--- config.mk ---
export PLATFORM = sky130hd
export DESIGN_NAME = rcso_sysctl
export DESIGN_NICKNAME = d
export VERILOG_FILES = /design/src/design/rcso_pkg.sv /design/src/design/rcso_watchdog.sv /design/src/design/rcso_sysctl.sv
export SDC_FILE = /design/constraint.sdc
export NUM_CORES = 1
export LEC_CHECK = 0
export BUFFER_PORTS_ARGS = -buffer_cell sky130_fd_sc_hd__clkbuf_2
export CAP_MARGIN = 25
export CORE_AREA = 2 2 80 82
export DETAILED_ROUTE_END_ITERATION = 6
export DIE_AREA = 0 0 82 84
export GPL_TIMING_DRIVEN = 0
export PLACE_DENSITY = 0.87
export SYNTH_ARGS = -nofsm -noshare
export SYNTH_HDL_FRONTEND = slang
export SYNTH_SLANG_ARGS = --single-unit
--- constraint.sdc ---
create_clock -name sys_clk_in -period 3.1 [get_ports sys_clk_in]
set_clock_uncertainty 0.1 [all_clocks]
set_input_delay 0.155 -clock sys_clk_in [delete_from_list [all_inputs] [get_ports sys_clk_in]]
set_output_delay 0.155 -clock sys_clk_in [all_outputs]
set_load 0.005 [all_outputs]
--- src/design/rcso_pkg.sv ---
// Package of offsets, fields, reset values and timing for the reset-cause and options block
package rcso_pkg;

  // ----------------------------------------------------------------
  // Register indices on the CPU and debug register ports
  // ----------------------------------------------------------------
  localparam logic [1:0] RCSO_IDX_CAUSE = 2'h0;
  localparam logic [1:0] RCSO_IDX_FORCE = 2'h1;
  localparam logic [1:0] RCSO_IDX_OPTS  = 2'h2;

  // ----------------------------------------------------------------
  // Reset cause field positions and values
  // ----------------------------------------------------------------
  localparam int         RCSO_CAUSE_POR_BIT   = 7;
  localparam int         RCSO_CAUSE_PIN_BIT   = 6;
  localparam int         RCSO_CAUSE_WDOG_BIT  = 5;
  localparam int         RCSO_CAUSE_BADOP_BIT = 4;
  localparam int         RCSO_CAUSE_BADAD_BIT = 3;
  localparam int         RCSO_CAUSE_LOWV_BIT  = 1;
  localparam logic [7:0] RCSO_CAUSE_POR_VALUE = 8'h82;
  localparam logic [7:0] RCSO_CAUSE_MASK      = 8'hfa;

  // ----------------------------------------------------------------
  // Force-reset register
  // ----------------------------------------------------------------
  localparam int         RCSO_FORCE_BIT       = 0;
  localparam logic [7:0] RCSO_FORCE_READ      = 8'h00;

  // ----------------------------------------------------------------
  // Options register field positions and values
  // ----------------------------------------------------------------
  localparam int         RCSO_OPT_WDOG_EN_BIT = 7;
  localparam int         RCSO_OPT_TMO_BIT     = 6;
  localparam int         RCSO_OPT_STOP_BIT    = 5;
  localparam int         RCSO_OPT_RSVD_BIT    = 4;
  localparam int         RCSO_OPT_DBGPIN_BIT  = 1;
  localparam int         RCSO_OPT_RSTPIN_BIT  = 0;
  localparam logic [7:0] RCSO_OPTS_RESET      = 8'hd2;
  localparam logic [7:0] RCSO_OPTS_WMASK      = 8'hf3;
  localparam logic       RCSO_CLKSEL_RESET    = 1'b0;

  // ----------------------------------------------------------------
  // Timing
  // ----------------------------------------------------------------
  localparam int         RCSO_CLK_PERIOD_NS   = 10;
  localparam int         RCSO_HOLD_NS         = 160;
  localparam int         RCSO_HOLD_CYCLES     = (RCSO_HOLD_NS + RCSO_CLK_PERIOD_NS - 1)
                                                / RCSO_CLK_PERIOD_NS;
  localparam logic [15:0] RCSO_WDOG_BUS_SHORT = 16'h0400;
  localparam logic [15:0] RCSO_WDOG_BUS_LONG  = 16'h1000;
  localparam logic [15:0] RCSO_WDOG_KHZ_SHORT = 16'h0020;
  localparam logic [15:0] RCSO_WDOG_KHZ_LONG  = 16'h0100;

  // ----------------------------------------------------------------
  // Reset sequencer states
  // ----------------------------------------------------------------
  typedef enum logic {RCSO_ST_RUN, RCSO_ST_HOLD} rcso_state_t;

endpackage : rcso_pkg

--- src/design/rcso_watchdog.sv ---
// Watchdog counter with short/long period and bus or 1 kHz clock source
`timescale 1ns/10ps
module rcso_watchdog
  import rcso_pkg::*;
(
  // Clock and reset
  input  wire logic        sys_clk_in,
  input  wire logic        rstn_in,
  // Control
  input  wire logic        restart_in,
  input  wire logic        enable_in,
  input  wire logic        long_sel_in,
  input  wire logic        bus_clk_sel_in,
  input  wire logic        tick_1khz_in,
  // Status
  output logic      [15:0] count_out,
  output logic             timeout_out
);

  logic [15:0] limit;
  logic        step;
  logic        at_end;

  // Period from timeout select and clock source
  always_comb begin
    if (bus_clk_sel_in) begin
      limit = long_sel_in ? RCSO_WDOG_BUS_LONG : RCSO_WDOG_BUS_SHORT;
    end else begin
      limit = long_sel_in ? RCSO_WDOG_KHZ_LONG : RCSO_WDOG_KHZ_SHORT;
    end
  end

  assign step   = bus_clk_sel_in | tick_1khz_in;
  assign at_end = (count_out == (limit - 16'h0001));

  // Counter: a disabled watchdog sits at zero
  always_ff @(posedge sys_clk_in or negedge rstn_in) begin
    if (!rstn_in) begin
      count_out <= 16'h0000;
    end else if (restart_in || !enable_in) begin
      count_out <= 16'h0000;
    end else if (step) begin
      count_out <= at_end ? 16'h0000 : count_out + 16'h0001;
    end
  end

  // Timeout pulse only while enabled
  always_ff @(posedge sys_clk_in or negedge rstn_in) begin
    if (!rstn_in) begin
      timeout_out <= 1'b0;
    end else begin
      timeout_out <= enable_in && !restart_in && step && at_end;
    end
  end
endmodule : rcso_watchdog

--- src/design/rcso_sysctl.sv ---
// Reset cause latch, debug forced reset and write-once system options
// Notes on behaviour
// - Cause register read-only: bits 7,6,5,4,3,1 are sources; bits 2 and 0 read zero.
// - A debug forced reset clears every cause flag.
// - Writing the cause address restarts the watchdog and leaves flags alone.
// - Power-on sets power-on and low-voltage flags, clears the others.
// - Enabled low-voltage trip resets, sets low-voltage, keeps power-on, clears rest.
// - Other resets clear power-on and low-voltage, set flags of sources active at entry, and pin flag if pin goes low during hold.
// - Pin flag set when reset came from low level on the reset input.
// - Watchdog timeout resets only while the watchdog enable is set.
// - Bad opcode, disabled stop or disabled background instruction forces a reset.
// - Access at an unimplemented address forces a reset.
// - Force register writable only by debug commands; always reads zero.
// - Debug write of 1 to bit 0 of force register resets the device.
// - Options register takes only the first write after reset; always readable.
// - Options reset to d2; reset pin enable kept except after low-voltage.
// - Bit 7 enables the watchdog reset.
// - Bit 6 picks short or long watchdog period, with clock select.
// - Bit 1 routes shared pin to debug function; debug after every reset.
// - Bit 0 makes shared pin the reset input with pullup.
// - Bit 4 stores writes but does nothing.
// - Write-once clock select: 1 kHz tick when 0, bus clock when 1.
`timescale 1ns/10ps
module rcso_sysctl
  import rcso_pkg::*;
(
  // Clock and power-on reset
  input  wire logic       sys_clk_in,
  input  wire logic       rstn_in,
  // CPU register port
  input  wire logic [1:0] cpu_addr_in,
  input  wire logic       cpu_wr_in,
  input  wire logic       cpu_rd_in,
  input  wire logic [7:0] cpu_wdata_in,
  output logic      [7:0] cpu_rdata_out,
  // Background debug register port
  input  wire logic [1:0] dbg_addr_in,
  input  wire logic       dbg_wr_in,
  input  wire logic       dbg_rd_in,
  input  wire logic [7:0] dbg_wdata_in,
  output logic      [7:0] dbg_rdata_out,
  // Reset sources
  input  wire logic       reset_pin_n_in,
  input  wire logic       lvd_trip_in,
  input  wire logic       low_voltage_reset_enable_in,
  input  wire logic       opcode_unimpl_in,
  input  wire logic       stop_exec_in,
  input  wire logic       bgnd_exec_in,
  input  wire logic       background_mode_enable_in,
  input  wire logic       bad_address_in,
  input  wire logic       debug_mode_select_pin_in,
  // Watchdog clocking
  input  wire logic       tick_1khz_in,
  input  wire logic       watchdog_clock_select_in,
  input  wire logic       watchdog_clock_select_wr_in,
  // System outputs
  output logic            system_reset_out,
  output logic            bdm_entry_out,
  output logic            stop_enable_out,
  output logic            debug_pin_enable_out,
  output logic            reset_input_enable_out,
  output logic            reset_pullup_en_out,
  output logic            watchdog_timeout_out
);

  // ----------------------------------------------------------------
  // State and storage
  // ----------------------------------------------------------------
  rcso_state_t state;
  rcso_state_t next_state;
  logic [7:0]  hold_cnt;
  logic        hold_done;
  logic [7:0]  reset_cause_status;
  logic [7:0]  system_options_one;
  logic        opts_locked;
  logic        watchdog_clock_select;
  logic        clksel_locked;
  logic        pend_pin;
  logic        pend_wdog;
  logic        pend_badop;
  logic        pend_badad;
  logic        pend_lowv;
  logic        pend_dbg;
  logic [15:0] wd_count;
  logic        wd_timeout;

  // ----------------------------------------------------------------
  // Decode of sources and accesses
  // ----------------------------------------------------------------
  logic in_run;
  logic pin_rst;
  logic lvd_rst;
  logic badop_rst;
  logic dbg_force;
  logic any_src;
  logic entry_now;
  logic exit_now;
  logic cause_wr;
  logic opts_wr;
  logic [7:0] opts_wdata;

  assign in_run    = (state == RCSO_ST_RUN);
  // Pin counts only while it is configured as the reset input
  assign pin_rst   = system_options_one[RCSO_OPT_RSTPIN_BIT] && !reset_pin_n_in;
  assign lvd_rst   = low_voltage_reset_enable_in && lvd_trip_in;
  assign badop_rst = opcode_unimpl_in
                   || (stop_exec_in && !system_options_one[RCSO_OPT_STOP_BIT])
                   || (bgnd_exec_in && !background_mode_enable_in);
  // Only the debug port can reach the force bit; CPU writes there do nothing
  assign dbg_force = dbg_wr_in && (dbg_addr_in == RCSO_IDX_FORCE)
                   && dbg_wdata_in[RCSO_FORCE_BIT];
  assign any_src   = pin_rst || lvd_rst || wd_timeout || badop_rst
                   || bad_address_in || dbg_force;
  assign entry_now = in_run && any_src;
  assign exit_now  = (state == RCSO_ST_HOLD) && (next_state == RCSO_ST_RUN);
  assign hold_done = (hold_cnt == 8'(RCSO_HOLD_CYCLES - 1));

  // Either port writing the cause address kicks the watchdog
  assign cause_wr  = in_run && ((cpu_wr_in && (cpu_addr_in == RCSO_IDX_CAUSE))
                   || (dbg_wr_in && (dbg_addr_in == RCSO_IDX_CAUSE)));
  // Debug port wins when both ports write options in one cycle
  assign opts_wr    = in_run && ((cpu_wr_in && (cpu_addr_in == RCSO_IDX_OPTS))
                    || (dbg_wr_in && (dbg_addr_in == RCSO_IDX_OPTS)));
  assign opts_wdata = (dbg_wr_in && (dbg_addr_in == RCSO_IDX_OPTS)) ? dbg_wdata_in
                                                                     : cpu_wdata_in;

  // ----------------------------------------------------------------
  // Reset sequencer
  // ----------------------------------------------------------------
  // Hold ends only after the minimum time and once pin and supply recover
  always_comb begin
    next_state = state;
    case (state)
      RCSO_ST_RUN: begin
        if (any_src) begin
          next_state = RCSO_ST_HOLD;
        end
      end
      RCSO_ST_HOLD: begin
        if (hold_done && !pin_rst && !lvd_rst) begin
          next_state = RCSO_ST_RUN;
        end
      end
      default: begin
        next_state = RCSO_ST_RUN;
      end
    endcase
  end

  // State register
  always_ff @(posedge sys_clk_in or negedge rstn_in) begin
    if (!rstn_in) begin
      state <= RCSO_ST_RUN;
    end else begin
      state <= next_state;
    end
  end

  // Minimum hold time counter
  always_ff @(posedge sys_clk_in or negedge rstn_in) begin
    if (!rstn_in) begin
      hold_cnt <= 8'h00;
    end else if (in_run) begin
      hold_cnt <= 8'h00;
    end else if (!hold_done) begin
      hold_cnt <= hold_cnt + 8'h01;
    end
  end

  assign system_reset_out = (state == RCSO_ST_HOLD);

  // ----------------------------------------------------------------
  // Cause capture
  // ----------------------------------------------------------------
  // Sources sampled at entry; pin and supply may also extend the hold
  always_ff @(posedge sys_clk_in or negedge rstn_in) begin
    if (!rstn_in) begin
      pend_pin   <= 1'b0;
      pend_wdog  <= 1'b0;
      pend_badop <= 1'b0;
      pend_badad <= 1'b0;
      pend_lowv  <= 1'b0;
      pend_dbg   <= 1'b0;
    end else if (entry_now) begin
      pend_pin   <= pin_rst;
      pend_wdog  <= wd_timeout;
      pend_badop <= badop_rst;
      pend_badad <= bad_address_in;
      pend_lowv  <= lvd_rst;
      pend_dbg   <= dbg_force;
    end else if (!in_run) begin
      pend_pin   <= pend_pin | pin_rst;
      pend_lowv  <= pend_lowv | lvd_rst;
    end
  end

  // Flags change only at reset release, so reads stay consistent
  always_ff @(posedge sys_clk_in or negedge rstn_in) begin
    if (!rstn_in) begin
      reset_cause_status <= RCSO_CAUSE_POR_VALUE;
    end else if (exit_now) begin
      if (pend_dbg) begin
        reset_cause_status <= 8'h00;
      end else if (pend_lowv) begin
        reset_cause_status                      <= 8'h00;
        reset_cause_status[RCSO_CAUSE_POR_BIT]  <= reset_cause_status[RCSO_CAUSE_POR_BIT];
        reset_cause_status[RCSO_CAUSE_LOWV_BIT] <= 1'b1;
      end else begin
        reset_cause_status                       <= 8'h00;
        reset_cause_status[RCSO_CAUSE_PIN_BIT]   <= pend_pin;
        reset_cause_status[RCSO_CAUSE_WDOG_BIT]  <= pend_wdog;
        reset_cause_status[RCSO_CAUSE_BADOP_BIT] <= pend_badop;
        reset_cause_status[RCSO_CAUSE_BADAD_BIT] <= pend_badad;
      end
    end
  end

  // Mode pin is sampled as the forced reset releases
  always_ff @(posedge sys_clk_in or negedge rstn_in) begin
    if (!rstn_in) begin
      bdm_entry_out <= 1'b0;
    end else if (exit_now) begin
      bdm_entry_out <= pend_dbg && !debug_mode_select_pin_in;
    end
  end

  // ----------------------------------------------------------------
  // Write-once options
  // ----------------------------------------------------------------
  // Lock closes on the first write; only a reset reopens it
  always_ff @(posedge sys_clk_in or negedge rstn_in) begin
    if (!rstn_in) begin
      system_options_one <= RCSO_OPTS_RESET;
      opts_locked        <= 1'b0;
    end else if (entry_now) begin
      system_options_one <= {RCSO_OPTS_RESET[7:1],
                             system_options_one[RCSO_OPT_RSTPIN_BIT] && !lvd_rst};
      opts_locked        <= 1'b0;
    end else if (!in_run) begin
      if (lvd_rst) begin
        system_options_one[RCSO_OPT_RSTPIN_BIT] <= 1'b0;
      end
    end else if (opts_wr && !opts_locked) begin
      system_options_one <= opts_wdata & RCSO_OPTS_WMASK;
      opts_locked        <= 1'b1;
    end
  end

  // Watchdog clock select, also write-once
  always_ff @(posedge sys_clk_in or negedge rstn_in) begin
    if (!rstn_in) begin
      watchdog_clock_select <= RCSO_CLKSEL_RESET;
      clksel_locked         <= 1'b0;
    end else if (entry_now) begin
      watchdog_clock_select <= RCSO_CLKSEL_RESET;
      clksel_locked         <= 1'b0;
    end else if (in_run && watchdog_clock_select_wr_in && !clksel_locked) begin
      watchdog_clock_select <= watchdog_clock_select_in;
      clksel_locked         <= 1'b1;
    end
  end

  // Pin routing; reserved bit 4 drives nothing
  assign stop_enable_out        = system_options_one[RCSO_OPT_STOP_BIT];
  assign debug_pin_enable_out   = system_options_one[RCSO_OPT_DBGPIN_BIT];
  assign reset_input_enable_out = system_options_one[RCSO_OPT_RSTPIN_BIT];
  assign reset_pullup_en_out    = system_options_one[RCSO_OPT_RSTPIN_BIT];
  assign watchdog_timeout_out   = wd_timeout;

  // ----------------------------------------------------------------
  // Watchdog
  // ----------------------------------------------------------------
  rcso_watchdog u_wdog (
    .sys_clk_in     (sys_clk_in),
    .rstn_in        (rstn_in),
    .restart_in     (cause_wr || !in_run),
    .enable_in      (system_options_one[RCSO_OPT_WDOG_EN_BIT]),
    .long_sel_in    (system_options_one[RCSO_OPT_TMO_BIT]),
    .bus_clk_sel_in (watchdog_clock_select),
    .tick_1khz_in   (tick_1khz_in),
    .count_out      (wd_count),
    .timeout_out    (wd_timeout)
  );

  // ----------------------------------------------------------------
  // Read data
  // ----------------------------------------------------------------
  function automatic logic [7:0] rd_mux(input logic [1:0] idx);
    case (idx)
      RCSO_IDX_CAUSE: rd_mux = reset_cause_status & RCSO_CAUSE_MASK;
      RCSO_IDX_FORCE: rd_mux = RCSO_FORCE_READ;
      RCSO_IDX_OPTS:  rd_mux = system_options_one;
      default:        rd_mux = 8'h00;
    endcase
  endfunction : rd_mux

  // Read data one cycle after the strobe, held until the next read
  always_ff @(posedge sys_clk_in or negedge rstn_in) begin
    if (!rstn_in) begin
      cpu_rdata_out <= 8'h00;
    end else if (cpu_rd_in) begin
      cpu_rdata_out <= rd_mux(cpu_addr_in);
    end
  end

  // Debug reads work in any state
  always_ff @(posedge sys_clk_in or negedge rstn_in) begin
    if (!rstn_in) begin
      dbg_rdata_out <= 8'h00;
    end else if (dbg_rd_in) begin
      dbg_rdata_out <= rd_mux(dbg_addr_in);
    end
  end
endmodule : rcso_sysctl

; Word-level counts from Yosys, hierarchy flattened
; Cells that the tools add are included.
; Widths: inputs -> output; s select.
[word_totals]
register_bits = 68
in_bits = 38
out_inout_bits = 23
word_cells = 124
[op_classes]
n_addsub = 3
n_eq_ne = 9
n_mux = 32
bitwise = 5
n_reduce_logical = 55
[op_table]
columns = op, n
row1 = $mux 16, 4
row2 = $mux 8, 7
row3 = $pmux 8 s2, 2
row4 = $logic_and 1x1->1, 24
row5 = $add 16x1->16 const B, 1
row6 = $eq 16x16->1, 1
row7 = $sub 16x1->16 const B, 1
row8 = $mux 1, 15
row9 = $mux 13, 1
row10 = $logic_or 1x1->1, 11
row11 = $logic_not 1->1, 10
row12 = $mux 9, 1
row13 = $add 8x1->8 const B, 1
row14 = $eq 8x4->1 const B, 1
row15 = $reduce_bool 2->1, 4
row16 = $mux 7, 1
row17 = $reduce_and 2->1, 3
row18 = $eq 2x2->1 const B, 2
row19 = $logic_not 2->1, 2
row20 = $ne 2x1->1 const B, 2
row21 = $ne 3x1->1 const B, 1
row22 = $or 1x1->1, 3
row23 = $reduce_bool 3->1, 1
row24 = $eq 2x1->1 const B, 1
row25 = 3 further kinds, 4

; Longest topological paths before layout
; Gate-level depths: netlist of the first run.
[logic_depth]
ltp_word = 12
depth_mapped = 9

; Cells and area by module
; Synthesis of the first run repeated with hierarchy kept, for this count alone.
[unflattened]
cells_unflattened = 330
area_unflattened_um2 = 3214.3
[by_module_without_submodules]
columns = module, instances, cells_each, area_each_um2
row1 = rcso_sysctl, 1, 210, 2193.4
row2 = rcso_watchdog, 1, 120, 1021.0

; Worst setup path after synthesis of the first run
; OpenSTA, ideal clock, no wires.
[synth_timing]
path_kind = reg-to-reg
from = register watchdog_clock_select
to = register u_wdog.count_out[10]
setup_time_ns = 0.131
arrival_ns = 1.922
required_ns = 2.869
slack_ns = 0.947
path_stages_with_launch = 9
synth_period_minus_slack_ns = 2.153
path_cell_list = dfrtp_1 or2_2 ha_1 mux2_2 nor4_2 o311ai_4 buf_4 nand3_1 a31oi_1
[synth_via]
elab_chain_len = 6
elab_cells_between_ends = 8
classes_between = add/sub: 1 / eq/ne: 1 / mux: 4 / bitwise: 1 / reduce/logical: 1
[synth_lines]
columns = element, line_no
row1 = "start, declared", rcso_sysctl.sv:76  ; logic watchdog_clock_select;
row2 = "start signal, assigned", rcso_sysctl.sv:258  ; watchdog_clock_select <= watchdog_clock_select_in;
row3 = $mux 16, rcso_watchdog.sv:26  ; if (bus_clk_sel_in) begin
row4 = $sub 16x1->16, rcso_watchdog.sv:34  ; assign at_end = (count_out == (limit - 16'h0001));
row5 = $eq 16x16->1, rcso_watchdog.sv:34
row6 = $mux 16, rcso_watchdog.sv:43  ; count_out <= at_end ? 16'h0000 : count_out + 16'h0001;
row7 = $mux 16, rcso_watchdog.sv:42  ; end else if (step) begin
row8 = $mux 16, rcso_watchdog.sv:40  ; end else if (restart_in || !enable_in) begin
row9 = "end signal, assigned", rcso_watchdog.sv:43
row10 = "end, declared", rcso_watchdog.sv:16  ; output logic [15:0] count_out,
; Several ways; a longest one is shown, not always the timed one. The select of a mux whose other input is x is not followed.
; A chain may end at the register's enable or synchronous reset.

; Worst setup path in the final report of the first run
; Ends and elaborated chain as after synthesis.

==> results of run 1 <==
[state kept, by name (all words and copies together), names as in the netlist]
signal                 cells
bdm_entry_out              1
clksel_locked              1
cpu_rdata_out              7
dbg_rdata_out              7
hold_cnt                   8
opts_locked                1
pend_badad                 1
pend_badop                 1
pend_dbg                   1
pend_lowv                  1
pend_pin                   1
pend_wdog                  1
reset_cause_status         6
system_options_one         6
system_reset_out           1
u_wdog.count_out          16
u_wdog.timeout_out         1
watchdog_clock_select      1
[worst register-to-register path, delay by kind of cell (launching register included)]
family	cells	cell delay, ns
adders and majority gates	1	0.25
muxes	1	0.28
DFF	1	0.47
and+or+nand+nor	3	0.67
AOI/OAI and AO/OA	2	0.29
buffers and inverters	1	0.23
[area by class of cell]
cell class | instances | area, um^2 | share of cell area, %
Timing Repair Buffer | 57 | 322.8 | 8.385
Buffer | 20 | 101.3 | 2.632
Inverter | 20 | 75.07 | 1.950
Multi-Input combinational cell | 234 | 1473 | 38.25
Clock inverter | 7 | 98.84 | 2.567
Sequential cell | 62 | 1559 | 40.49
Clock buffer | 9 | 123.9 | 3.217
Tap cell | 77 | 96.34 | 2.502
[metrics by stage]
| stage | setup WS (ns) | hold WS, ns | std cells | cell area (um^2) |
|---|---|---|---|---|
| final | 0.7064 | 0.01586 | 486 | 3850 |
| after global routing | 0.5851 | 0.03053 | 486 | 3850 |
| after CTS | 0.7069 | 0.009643 | 486 | 3850 |
| after detailed placement | 0.7169 | 0.2292 | 463 | 3557 |
| after global placement | 0.7703 | 0.3049 | 463 | 3555 |
| after floorplan | 0.9468 | -0.2406 | 336 | 3208 |
[worst max path at each step]
stage                                            from                          endpoint
finish              watchdog_clock_select$_DFFE_PN0P_  u_wdog.count_out[10]$_DFFE_PN0P_
floorplan           watchdog_clock_select$_DFFE_PN0P_  u_wdog.count_out[10]$_DFFE_PN0P_
CTS                 watchdog_clock_select$_DFFE_PN0P_   u_wdog.count_out[8]$_DFFE_PN0P_
detailed placement  watchdog_clock_select$_DFFE_PN0P_   u_wdog.count_out[8]$_DFFE_PN0P_
global route        watchdog_clock_select$_DFFE_PN0P_  u_wdog.count_out[10]$_DFFE_PN0P_
global placement    watchdog_clock_select$_DFFE_PN0P_   u_wdog.count_out[8]$_DFFE_PN0P_
[cells in the mapped netlist (all sizes together), types with 3 or more instances]
library cell / number / share of area [%]
nor4: 7 / 2.0
nand3b: 4 / 1.1
nand2b: 5 / 0.98
a2bb2oi: 4 / 1.1
nor3: 8 / 1.2
a31oi: 5 / 0.98
o22ai: 10 / 2.0
nand2: 41 / 4.8
nand4b: 3 / 0.82
mux2: 6 / 2.1
nor2: 25 / 3.0
nand3: 27 / 4.2
a21oi: 10 / 1.6
xnor2: 5 / 1.4
o21ai: 11 / 1.7
dfstp: 6 / 4.9
inv: 19 / 2.2
and3: 5 / 0.98
or2: 3 / 0.59
or3: 3 / 0.59
ha: 3 / 1.2
dfrtp: 56 / 44
buf: 8 / 1.7
mux2i: 17 / 5.3
xor2: 7 / 1.9
clkbuf: 12 / 1.4
[routing by layer]
metal	routed length, um	GRT usage [%]	up-vias
met5	0	0	-
met4	188	11.52	0
met1	3091	29.08	1324
met2	3736	37.32	120
met3	480	5.844	20
li1	-	-	1311
[power by group through the flow]
stage	registers (W)	clock network, W	logic [W]
2_1_floorplan	0.00100	0	0.000288
5_1_grt	0.00103	0.000839	0.000479
6_report	0.00102	0.000795	0.000423
3_3_place_gp	0.00102	0	0.000399
4_1_cts	0.00102	0.000802	0.000426
3_5_place_dp	0.00103	0	0.000418
[logic make-up after synthesis]
kind of cell	count (synthesis)	synth area share, %
flip-flops	62	48.65
multiplexers	23	7.419
buffers and inverters	40	5.505
other	1	0.1170
AND/OR/NAND/NOR	142	22.80
adder cells (fa/ha/maj)	3	1.172
AO/OA/AOI/OAI	52	11.05
XOR/XNOR	12	3.280
==> results.sh, run 1 <==
export IMPL_run_status="finished clean"
export IMPL_die_h_um=84
export IMPL_path_clk_slew_ns=0.07
export IMPL_dr_vias=2775
export IMPL_yosysUniqueCellTypes=52
export IMPL_timing_reg2reg_setup_slack_ns=0.71
export IMPL_cts_h_tree_depth=3
export IMPL_grt_antenna_before_repair=0
export IMPL_fin_nets=445
export IMPL_sw_frac_of_total_pct=29.89
export IMPL_port_buffers=50
export IMPL_clock_insertion_delay_worst_skew_ns=0.35
export IMPL_cell_with_the_largest_stage_delay_on_the_worst_path="sky130_fd_sc_hd__dfrtp_1"
export IMPL_worstSetupPathType="flip-flop to flip-flop"
export IMPL_cp_arrival_ns=2.51
export IMPL_report_final_setup_viol=0
export IMPL_grt_first_pass_wirelength_um=12220
export IMPL_startpoint_of_the_worst_register_to_register_path="watchdog_clock_select$_DFFE_PN0P_"
export IMPL_gpl_final_weighted_congestion=0.8785
export IMPL_globalRouteOverflowTotal=0
export IMPL_holdCritPathClass="input pin to flip-flop"
export IMPL_report_final_slew_viol_count=0
export IMPL_final_layout_size_suffix_gt1_share_pct=23.23
export IMPL_grt_pass1_vias=2663
export IMPL_worst_hold_path_endpoint="system_options_one[6]$_DFFE_PN1P_"
export IMPL_number_of_enable_flip_flop_cells_after_synthesis=0
export IMPL_power_w=0.002235
export IMPL_core_area_um2=6096
export IMPL_cp_start_kind="flip-flop"
export IMPL_fillers=486
export IMPL_cts_tree="built"
export IMPL_cts_buffers_inserted=9
export IMPL_antenna_cells_inserted=0
export IMPL_clock_group_share_of_total_power_pct=35.6
export IMPL_remaining_drc_errors=0
export IMPL_critical_path_buf_inv_count=1
export IMPL_power_per_cell_area_nw_per_um2=580.5
export IMPL_cts_max_path_buffers=2
export IMPL_synth_flop_cell="sky130_fd_sc_hd__dfrtp_1"
export IMPL_part_of_the_total_power_dissipated_in_combinational_logic_pct=18.9
export IMPL_fin_util_pct=63.16
export IMPL_critical_path_top_delay_family="simple AND/OR/NAND/NOR gates"
export IMPL_initial_utilization_pct=52.57
export IMPL_power_share_sequential_pct=45.5
export IMPL_core_rowCount=29
export IMPL_total_switching_power_w=0.0006681
export IMPL_max_cap_violations=0
export IMPL_static_leakage_power_nw=1.779
export IMPL_cts_setup_buffers=0
export IMPL_fmax_ghz=0.4178
export IMPL_post_dp_hpwl_um=5346
export IMPL_min_path_cells=3
export IMPL_hold_path_startpoint="dbg_wdata_in[6]"
export IMPL_drtAntennaViolNets=0
export IMPL_syn_area_um2=3204
export IMPL_critical_path_required_ns=3.22
export IMPL_holdBufCountCts=7
export IMPL_wl_um=7497
export IMPL_global_route_usage_total_pct=23.39
export IMPL_critical_path_cell_chain="or2_2, ha_1, mux2_2, nor4_2, o311ai_4, buf_4, nand3_1, a31oi_1"
export IMPL_syn_inst=335
export IMPL_power_ir_vdd_worst_mv=0.3112
export IMPL_grt_max_degree=63
export IMPL_worst_r2r_endpoint="u_wdog.count_out[10]$_DFFE_PN0P_"
export IMPL_final_min_clock_period_ns=2.394
export IMPL_async_reset_ff_share_pct=100.0
export IMPL_detailedRoute_firstIterationViolations=253
export IMPL_io_pins=61
export IMPL_worst_pin_slew_ns=0.8252
export IMPL_path_max_fanout=10
export IMPL_die_width_um=82
export IMPL_synth_area_per_cell_um2=9.565
export IMPL_min_period_over_period_pct=77.21
export IMPL_synth_yosys_seq_area_share_pct=48.65
export IMPL_critPathMaxStageDelay_ns=0.47
export IMPL_route_detailed_wl_per_inst_um=15.43
export IMPL_r2r_cells=8
export IMPL_rsz0062_at_grt="no"
export IMPL_ys_seq_elements=62
export IMPL_highest_count_cells_in_the_layout_ignoring_fill_and_taps="56 x sky130_fd_sc_hd__dfrtp_1, 50 x sky130_fd_sc_hd__clkbuf_2, 41 x sky130_fd_sc_hd__nand2_1"
export IMPL_internal_power_w=0.001567
export IMPL_first_pass_iters=4
export IMPL_dieArea_um2=6888
export IMPL_clock_root_buffer="sky130_fd_sc_hd__clkbuf_8"
export IMPL_timing_critical_path_depth=8
export IMPL_yosys_warnings=0
export IMPL_total_neg_setup_slack_ns=0
export IMPL_hold_violations=0
export IMPL_tritoncts_num_sinks=62
export IMPL_timing_critical_path_to_type="flip-flop"
export IMPL_signed_area_change_from_the_synthesized_netlist_to_the_final_layout_pct=20.15
export IMPL_resized_cells_post_cts=0
export IMPL_final_common_cell="sky130_fd_sc_hd__dfrtp_1"
export IMPL_viasPerCell=5.710
export IMPL_relSlewSlack_pct=44.99
Power figures use the tool's default switching activity.
==> inputs of run 2 (changes only) <==
CORE_AREA = 2 2 84 86   (was 2 2 80 82)
DIE_AREA = 0 0 86 88   (was 0 0 82 84)
PLACE_DENSITY = 0.84   (was 0.87)
clock period = 2 ns   (was 3.1 ns; I/O delays follow)
==> run 2 against run 1 <==
Effect of this change:
- the run now ends with negative setup slack left
- count of clock-buffer cells in the layout up 1
- setup slack worse by 0.85 ns
- power up 58%
- sequential share of layout area down 2.6 points
- flip-flop and latch count unchanged
- first-iteration DRC count down 43%
- maximum frequency up 11%
- largest power group unchanged
==> results.sh, run 2 (synthesis results as in run 1) <==
export IMPL_worstSetupPathType="flip-flop to flip-flop"
export IMPL_rsz0062_at_grt="yes"
export IMPL_initial_utilization_pct=48.23
export IMPL_grt_antenna_before_repair=0
export IMPL_fin_nets=463
export IMPL_signed_area_change_from_the_synthesized_netlist_to_the_final_layout_pct=28.58
export IMPL_tritoncts_num_sinks=62
export IMPL_dieArea_um2=7568
export IMPL_clock_insertion_delay_worst_skew_ns=0.34
export IMPL_final_common_cell="sky130_fd_sc_hd__dfrtp_1"
export IMPL_timing_critical_path_to_type="flip-flop"
export IMPL_port_buffers=50
export IMPL_cp_arrival_ns=2.31
export IMPL_clock_group_share_of_total_power_pct=34.7
export IMPL_total_switching_power_w=0.001028
export IMPL_io_pins=61
export IMPL_failing_checks="negative setup slack"
export IMPL_holdCritPathClass="input pin to flip-flop"
export IMPL_highest_count_cells_in_the_layout_ignoring_fill_and_taps="55 x sky130_fd_sc_hd__dfrtp_1, 50 x sky130_fd_sc_hd__clkbuf_2, 40 x sky130_fd_sc_hd__nand2_1"
export IMPL_critical_path_required_ns=2.16
export IMPL_r2r_cells=7
export IMPL_power_per_cell_area_nw_per_um2=859.1
export IMPL_final_min_clock_period_ns=2.147
export IMPL_path_max_fanout=7
export IMPL_relSlewSlack_pct=44.33
export IMPL_sw_frac_of_total_pct=29.03
export IMPL_largest_register="u_wdog.count_out"
export IMPL_report_final_setup_viol=12
export IMPL_core_rowCount=30
export IMPL_gpl_final_weighted_congestion=0.8776
export IMPL_detailedRoute_firstIterationViolations=143
export IMPL_cts_max_path_buffers=2
export IMPL_cts_buffers_inserted=9
export IMPL_drtAntennaViolNets=0
export IMPL_cp_start_kind="flip-flop"
export IMPL_worst_case_setup_margin_in_the_final_layout_ns=-0.1473
export IMPL_min_path_cells=3
export IMPL_grt_pass1_vias=2742
export IMPL_clock_root_buffer="sky130_fd_sc_hd__clkbuf_8"
export IMPL_fmax_ghz=0.4657
export IMPL_biggestRegsByFlops="u_wdog.count_out x16, hold_cnt x8"
export IMPL_part_of_the_total_power_dissipated_in_combinational_logic_pct=21.2
export IMPL_internal_power_w=0.002512
export IMPL_core_area_um2=6644
export IMPL_power_share_sequential_pct=44.1
export IMPL_post_dp_hpwl_um=5320
export IMPL_cts_tree="built"
export IMPL_antenna_cells_inserted=0
export IMPL_min_period_over_period_pct=107.4
export IMPL_global_route_usage_total_pct=21.48
export IMPL_max_cap_violations=0
export IMPL_route_detailed_wl_per_inst_um=15.22
export IMPL_dr_vias=2813
export IMPL_fillers=535
export IMPL_first_pass_iters=4
export IMPL_grt_first_pass_wirelength_um=12660
export IMPL_final_layout_size_suffix_gt1_share_pct=27.87
export IMPL_path_clk_slew_ns=0.07
export IMPL_run_status="finished with violations"
export IMPL_remaining_drc_errors=0
export IMPL_cts_h_tree_depth=3
export IMPL_worst_pin_slew_ns=0.8351
export IMPL_static_leakage_power_nw=1.895
export IMPL_die_width_um=86
export IMPL_report_final_slew_viol_count=0
export IMPL_viasPerCell=5.548
export IMPL_grt_max_degree=63
export IMPL_largest_register_ffs=16
export IMPL_die_h_um=88
export IMPL_pre_cts_slack_ns=-0.2307
export IMPL_globalRouteOverflowTotal=0
export IMPL_wl_um=7716
export IMPL_hold_violations=0
export IMPL_fin_util_pct=62.02
export IMPL_power_ir_vdd_worst_mv=0.3860
==> run 2: worst paths after layout <==
path | startpoint | to | slack, ns
worst max register to register | system_options_one[6]$_DFFE_PN1P_ | u_wdog.count_out[12]$_DFFE_PN0P_ | -0.15
worst max-delay path | system_options_one[6]$_DFFE_PN1P_ | u_wdog.count_out[12]$_DFFE_PN0P_ | -0.15
max in group asynchronous | rstn_in | watchdog_clock_select$_DFFE_PN0P_ | 0.89
worst min-delay path | dbg_wdata_in[4] | system_options_one[4]$_DFFE_PN1P_ | 0.002
min in group asynchronous | rstn_in | cpu_rdata_out[0]$_DFFE_PN0P_ | 0.31
worst min register to register | bdm_entry_out$_DFFE_PN0P_ | bdm_entry_out$_DFFE_PN0P_ | 0.38
==> run 2: area by class of cell <==
type                       count  area (um^2)  area share (%)
timing repair buffer          76        488.0           11.84
sequential                    62         1560           37.87
tap                           80        100.1           2.429
inverter                      20        75.07           1.822
clock buffer                  10        137.6           3.340
buffer                        19        101.3           2.460
multi-input combinational    234         1573           38.17
clock inverter                 6        85.08           2.065
==> run 2: routing by layer <==
layer / GRT usage, % / wire length (um)
met1: 25.30 / 3165
met5: 0 / 0
met2: 38.05 / 3906
met4: 9.091 / 200
met3: 4.524 / 444
==> run 2: timing repair <==
item | CTS | global route
hold endpoints to repair | 66 | 0
buffers inserted | 9 | 1
cloned | 0 | 0
endpoints found under the setup margin | 28 | 21
hold buffers | 16 | 0
pin swaps | 6 | 1
resized for setup | 8 | 9
==> run 2: critical path, stage by stage (launching register included) <==
cell and delay, ns:
sky130_fd_sc_hd__dfstp_2 0.56, sky130_fd_sc_hd__or2_4 0.14, sky130_fd_sc_hd__ha_4 0.14, sky130_fd_sc_hd__mux2_4 0.15
sky130_fd_sc_hd__nor4_4 0.04, sky130_fd_sc_hd__o311ai_4 0.41, sky130_fd_sc_hd__or3b_1 0.39, sky130_fd_sc_hd__a21oi_1 0.14
==> run 2: metrics by stage <==
| step | TNS, ns | hold slack, ns | instances | area [um^2] | total power, W |
|---|---|---|---|---|---|
| 3_5_place_dp | -3.011 | 0.1766 | 466 | 3592 | 0.002264 |
| 4_1_cts | -0.7393 | 0.0004995 | 506 | 4066 | 0.003531 |
| 6_report | -1.182 | 0.001514 | 507 | 4120 | 0.003540 |
| 5_1_grt | -2.257 | 0.009611 | 507 | 4120 | 0.003717 |
| 2_1_floorplan | -0.03370 | -0.2956 | 336 | 3239 | 0.002022 |
| 3_3_place_gp | -2.184 | 0.2564 | 466 | 3590 | 0.002212 |
==> run 2: power by group through the flow <==
stage	logic, W	clock network (W)	registers, W
5_1_grt	0.000838	0.00129	0.00158
3_3_place_gp	0.000637	0	0.00158
4_1_cts	0.000734	0.00124	0.00156
3_5_place_dp	0.000677	0	0.00159
6_report	0.000752	0.00123	0.00156
2_1_floorplan	0.000466	0	0.00156
==> inputs of run 3 (changes only) <==
HOLD_SLACK_MARGIN = 0.1   (was default)
==> run 3 against run 2 <==
Effect of this change:
- the flow still finishes with violations (negative setup slack)
- sequential share of layout area fell by 0.81 points
- maximum frequency down 1.1%
- critical path depth stayed put
- largest power group unchanged
- highest routed layer unchanged
==> results.sh, run 3 (synthesis results as in run 1) <==
export IMPL_run_status="finished with violations"
export IMPL_failing_checks="negative setup slack"
export IMPL_route_detailed_wl_per_inst_um=15.22
export IMPL_cts_h_tree_depth=3
export IMPL_clock_root_buffer="sky130_fd_sc_hd__clkbuf_8"
export IMPL_timing_critical_path_depth=7
export IMPL_fillers=529
export IMPL_path_max_fanout=7
export IMPL_power_ir_vdd_worst_mv=0.3823
export IMPL_final_min_clock_period_ns=2.170
export IMPL_grt_max_degree=63
export IMPL_io_pins=61
export IMPL_critPathMaxStageDelay_ns=0.56
export IMPL_pre_cts_slack_ns=-0.2307
export IMPL_sequential_cell_area_um2=1560
export IMPL_tritoncts_num_sinks=62
export IMPL_globalRouteOverflowTotal=0
export IMPL_worst_case_setup_margin_in_the_final_layout_ns=-0.1704
export IMPL_min_period_over_period_pct=108.5
export IMPL_wl_um=7855
export IMPL_report_final_setup_viol=12
export IMPL_grt_antenna_before_repair=0
export IMPL_drtAntennaViolNets=0
export IMPL_placement_cell_area_um2=3592
export IMPL_largest_register_ffs=16
export IMPL_cts_max_path_buffers=2
export IMPL_global_route_usage_total_pct=21.99
export IMPL_r2r_cells=7
export IMPL_cts_buffers_inserted=9
export IMPL_cp_start_kind="flip-flop"
export IMPL_fmax_ghz=0.4607
export IMPL_biggestRegsByFlops="u_wdog.count_out x16, hold_cnt x8"
export IMPL_dr_vias=2867
export IMPL_antenna_cells_inserted=0
export IMPL_critical_path_cell_chain="or2_4, ha_4, mux2_4, nor4_4, o311ai_4, or3b_1, a21oi_1"
export IMPL_grt_pass1_vias=2821
export IMPL_die_h_um=88
export IMPL_critical_path_buf_inv_count=0
export IMPL_core_rowCount=30
export IMPL_placed_cells=466
export IMPL_signed_area_change_from_the_synthesized_netlist_to_the_final_layout_pct=31.39
export IMPL_report_final_slew_viol_count=0
export IMPL_timing_critical_path_to_type="flip-flop"
export IMPL_hold_worst_slack_ns=0.06653
export IMPL_gpl_final_weighted_congestion=0.8776
export IMPL_dieArea_um2=7568
export IMPL_power_per_cell_area_nw_per_um2=843.7
export IMPL_largest_register="u_wdog.count_out"
export IMPL_first_pass_iters=4
export IMPL_cell_with_the_largest_stage_delay_on_the_worst_path="sky130_fd_sc_hd__dfstp_2"
export IMPL_final_instance_area_um2=4210
export IMPL_min_path_cells=3
export IMPL_core_area_um2=6644
export IMPL_rsz0062_at_grt="yes"
export IMPL_worst_pin_slew_ns=0.8296
export IMPL_detailedRoute_firstIterationViolations=175
export IMPL_multi_input_area_um2=1573
export IMPL_clock_insertion_delay_worst_skew_ns=0.34
export IMPL_cts_tree="built"
export IMPL_fin_nets=472
export IMPL_initial_utilization_pct=48.23
export IMPL_final_common_cell="sky130_fd_sc_hd__dfrtp_1"
export IMPL_relSlewSlack_pct=44.69
export IMPL_post_dp_hpwl_um=5320
export IMPL_path_clk_slew_ns=0.07
export IMPL_highest_count_cells_in_the_layout_ignoring_fill_and_taps="55 x sky130_fd_sc_hd__dfrtp_1, 50 x sky130_fd_sc_hd__clkbuf_2, 40 x sky130_fd_sc_hd__nand2_1"
export IMPL_grt_first_pass_wirelength_um=12990
export IMPL_fin_util_pct=63.37
export IMPL_static_leakage_power_nw=1.927
export IMPL_cp_arrival_ns=2.33
export IMPL_remaining_drc_errors=0
export IMPL_hold_violations=0
export IMPL_post_layout_nonfiller_instances=516
export IMPL_max_cap_violations=0
export IMPL_die_width_um=86
export IMPL_port_buffers=50
export IMPL_holdCritPathClass="input pin to flip-flop"
export IMPL_final_layout_size_suffix_gt1_share_pct=27.29
export IMPL_worstSetupPathType="flip-flop to flip-flop"
export IMPL_critical_path_top_delay_family="simple AND/OR/NAND/NOR gates"
export IMPL_viasPerCell=5.556
export IMPL_critical_path_required_ns=2.16
-- run 3: cell types whose count changed in the layout (fill, tap and decap cells not counted), sizes merged --
| cell | change |
|---|---|
| dlygate4sd3 | +9 |
-- run 3: power breakdown --
part	switching [W]	total, W	internal [W]
registers	0.000125	0.00156	0.00143
clock network	0.000495	0.00123	0.000730
logic	0.000409	0.000767	0.000358
-- run 3: layer usage --
metal / GRT usage, % / vias to the layer above / share of wire, % / wire length [um]
li1: - / 1361 / - / -
met2: 39.53 / 95 / 51 / 3992
met5: 0 / - / 0 / 0
met3: 4.524 / 17 / 5.6 / 438
met1: 25.57 / 1394 / 41 / 3254
met4: 9.091 / 0 / 2.2 / 170
-- run 3: stage by stage --
| step | setup TNS (ns) | total power, W |
|---|---|---|
| after CTS | -0.7393 | 0.003545 |
| after global routing | -2.257 | 0.003734 |
| final | -1.425 | 0.003552 |
| after floorplan | -0.03370 | 0.002022 |
| after detailed placement | -3.011 | 0.002264 |
| after global placement | -2.184 | 0.002212 |
-- run 3: layout make-up --
cell class | count | area share [%]
plain buffers | 19 | 2.407
clock buffers | 10 | 3.269
clock inverters | 6 | 2.021
inverters | 20 | 1.783
multi-input cells | 234 | 37.36
flip-flops and latches | 62 | 37.06
well taps | 80 | 2.377
repair buffers | 85 | 13.73
-- run 3: timing repair --
item / 4_1_cts / 5_1_grt
pin swaps: 6 / 1
gates resized for setup: 8 / 9
buffers inserted: 9 / 1
hold buffers: 26 / 0
endpoints found under the hold margin: 78 / 0
setup endpoints to repair: 28 / 25
-- run 3: final timing paths --
| kind | from | end | slack, ns |
|---|---|---|---|
| max in group asynchronous | rstn_in | watchdog_clock_select$_DFFE_PN0P_ | 0.89 |
| min in group asynchronous | rstn_in | dbg_rdata_out[3]$_DFFE_PN0P_ | 0.32 |
| setup / recovery | system_options_one[6]$_DFFE_PN1P_ | u_wdog.count_out[12]$_DFFE_PN0P_ | -0.17 |
| hold reg to reg | bdm_entry_out$_DFFE_PN0P_ | bdm_entry_out$_DFFE_PN0P_ | 0.38 |
| setup reg to reg | system_options_one[6]$_DFFE_PN1P_ | u_wdog.count_out[12]$_DFFE_PN0P_ | -0.17 |
| hold / removal | dbg_addr_in[1] | dbg_rdata_out[1]$_DFFE_PN0P_ | 0.07 |
-- run 3: worst reg2reg max path: cells and delay by family (launching register included) --
kind | cells | cell delay (ns)
AOI/OAI and AO/OA | 2 | 0.57
DFF | 1 | 0.56
adders and majority gates | 1 | 0.14
muxes | 1 | 0.15
and+or+nand+nor | 3 | 0.57
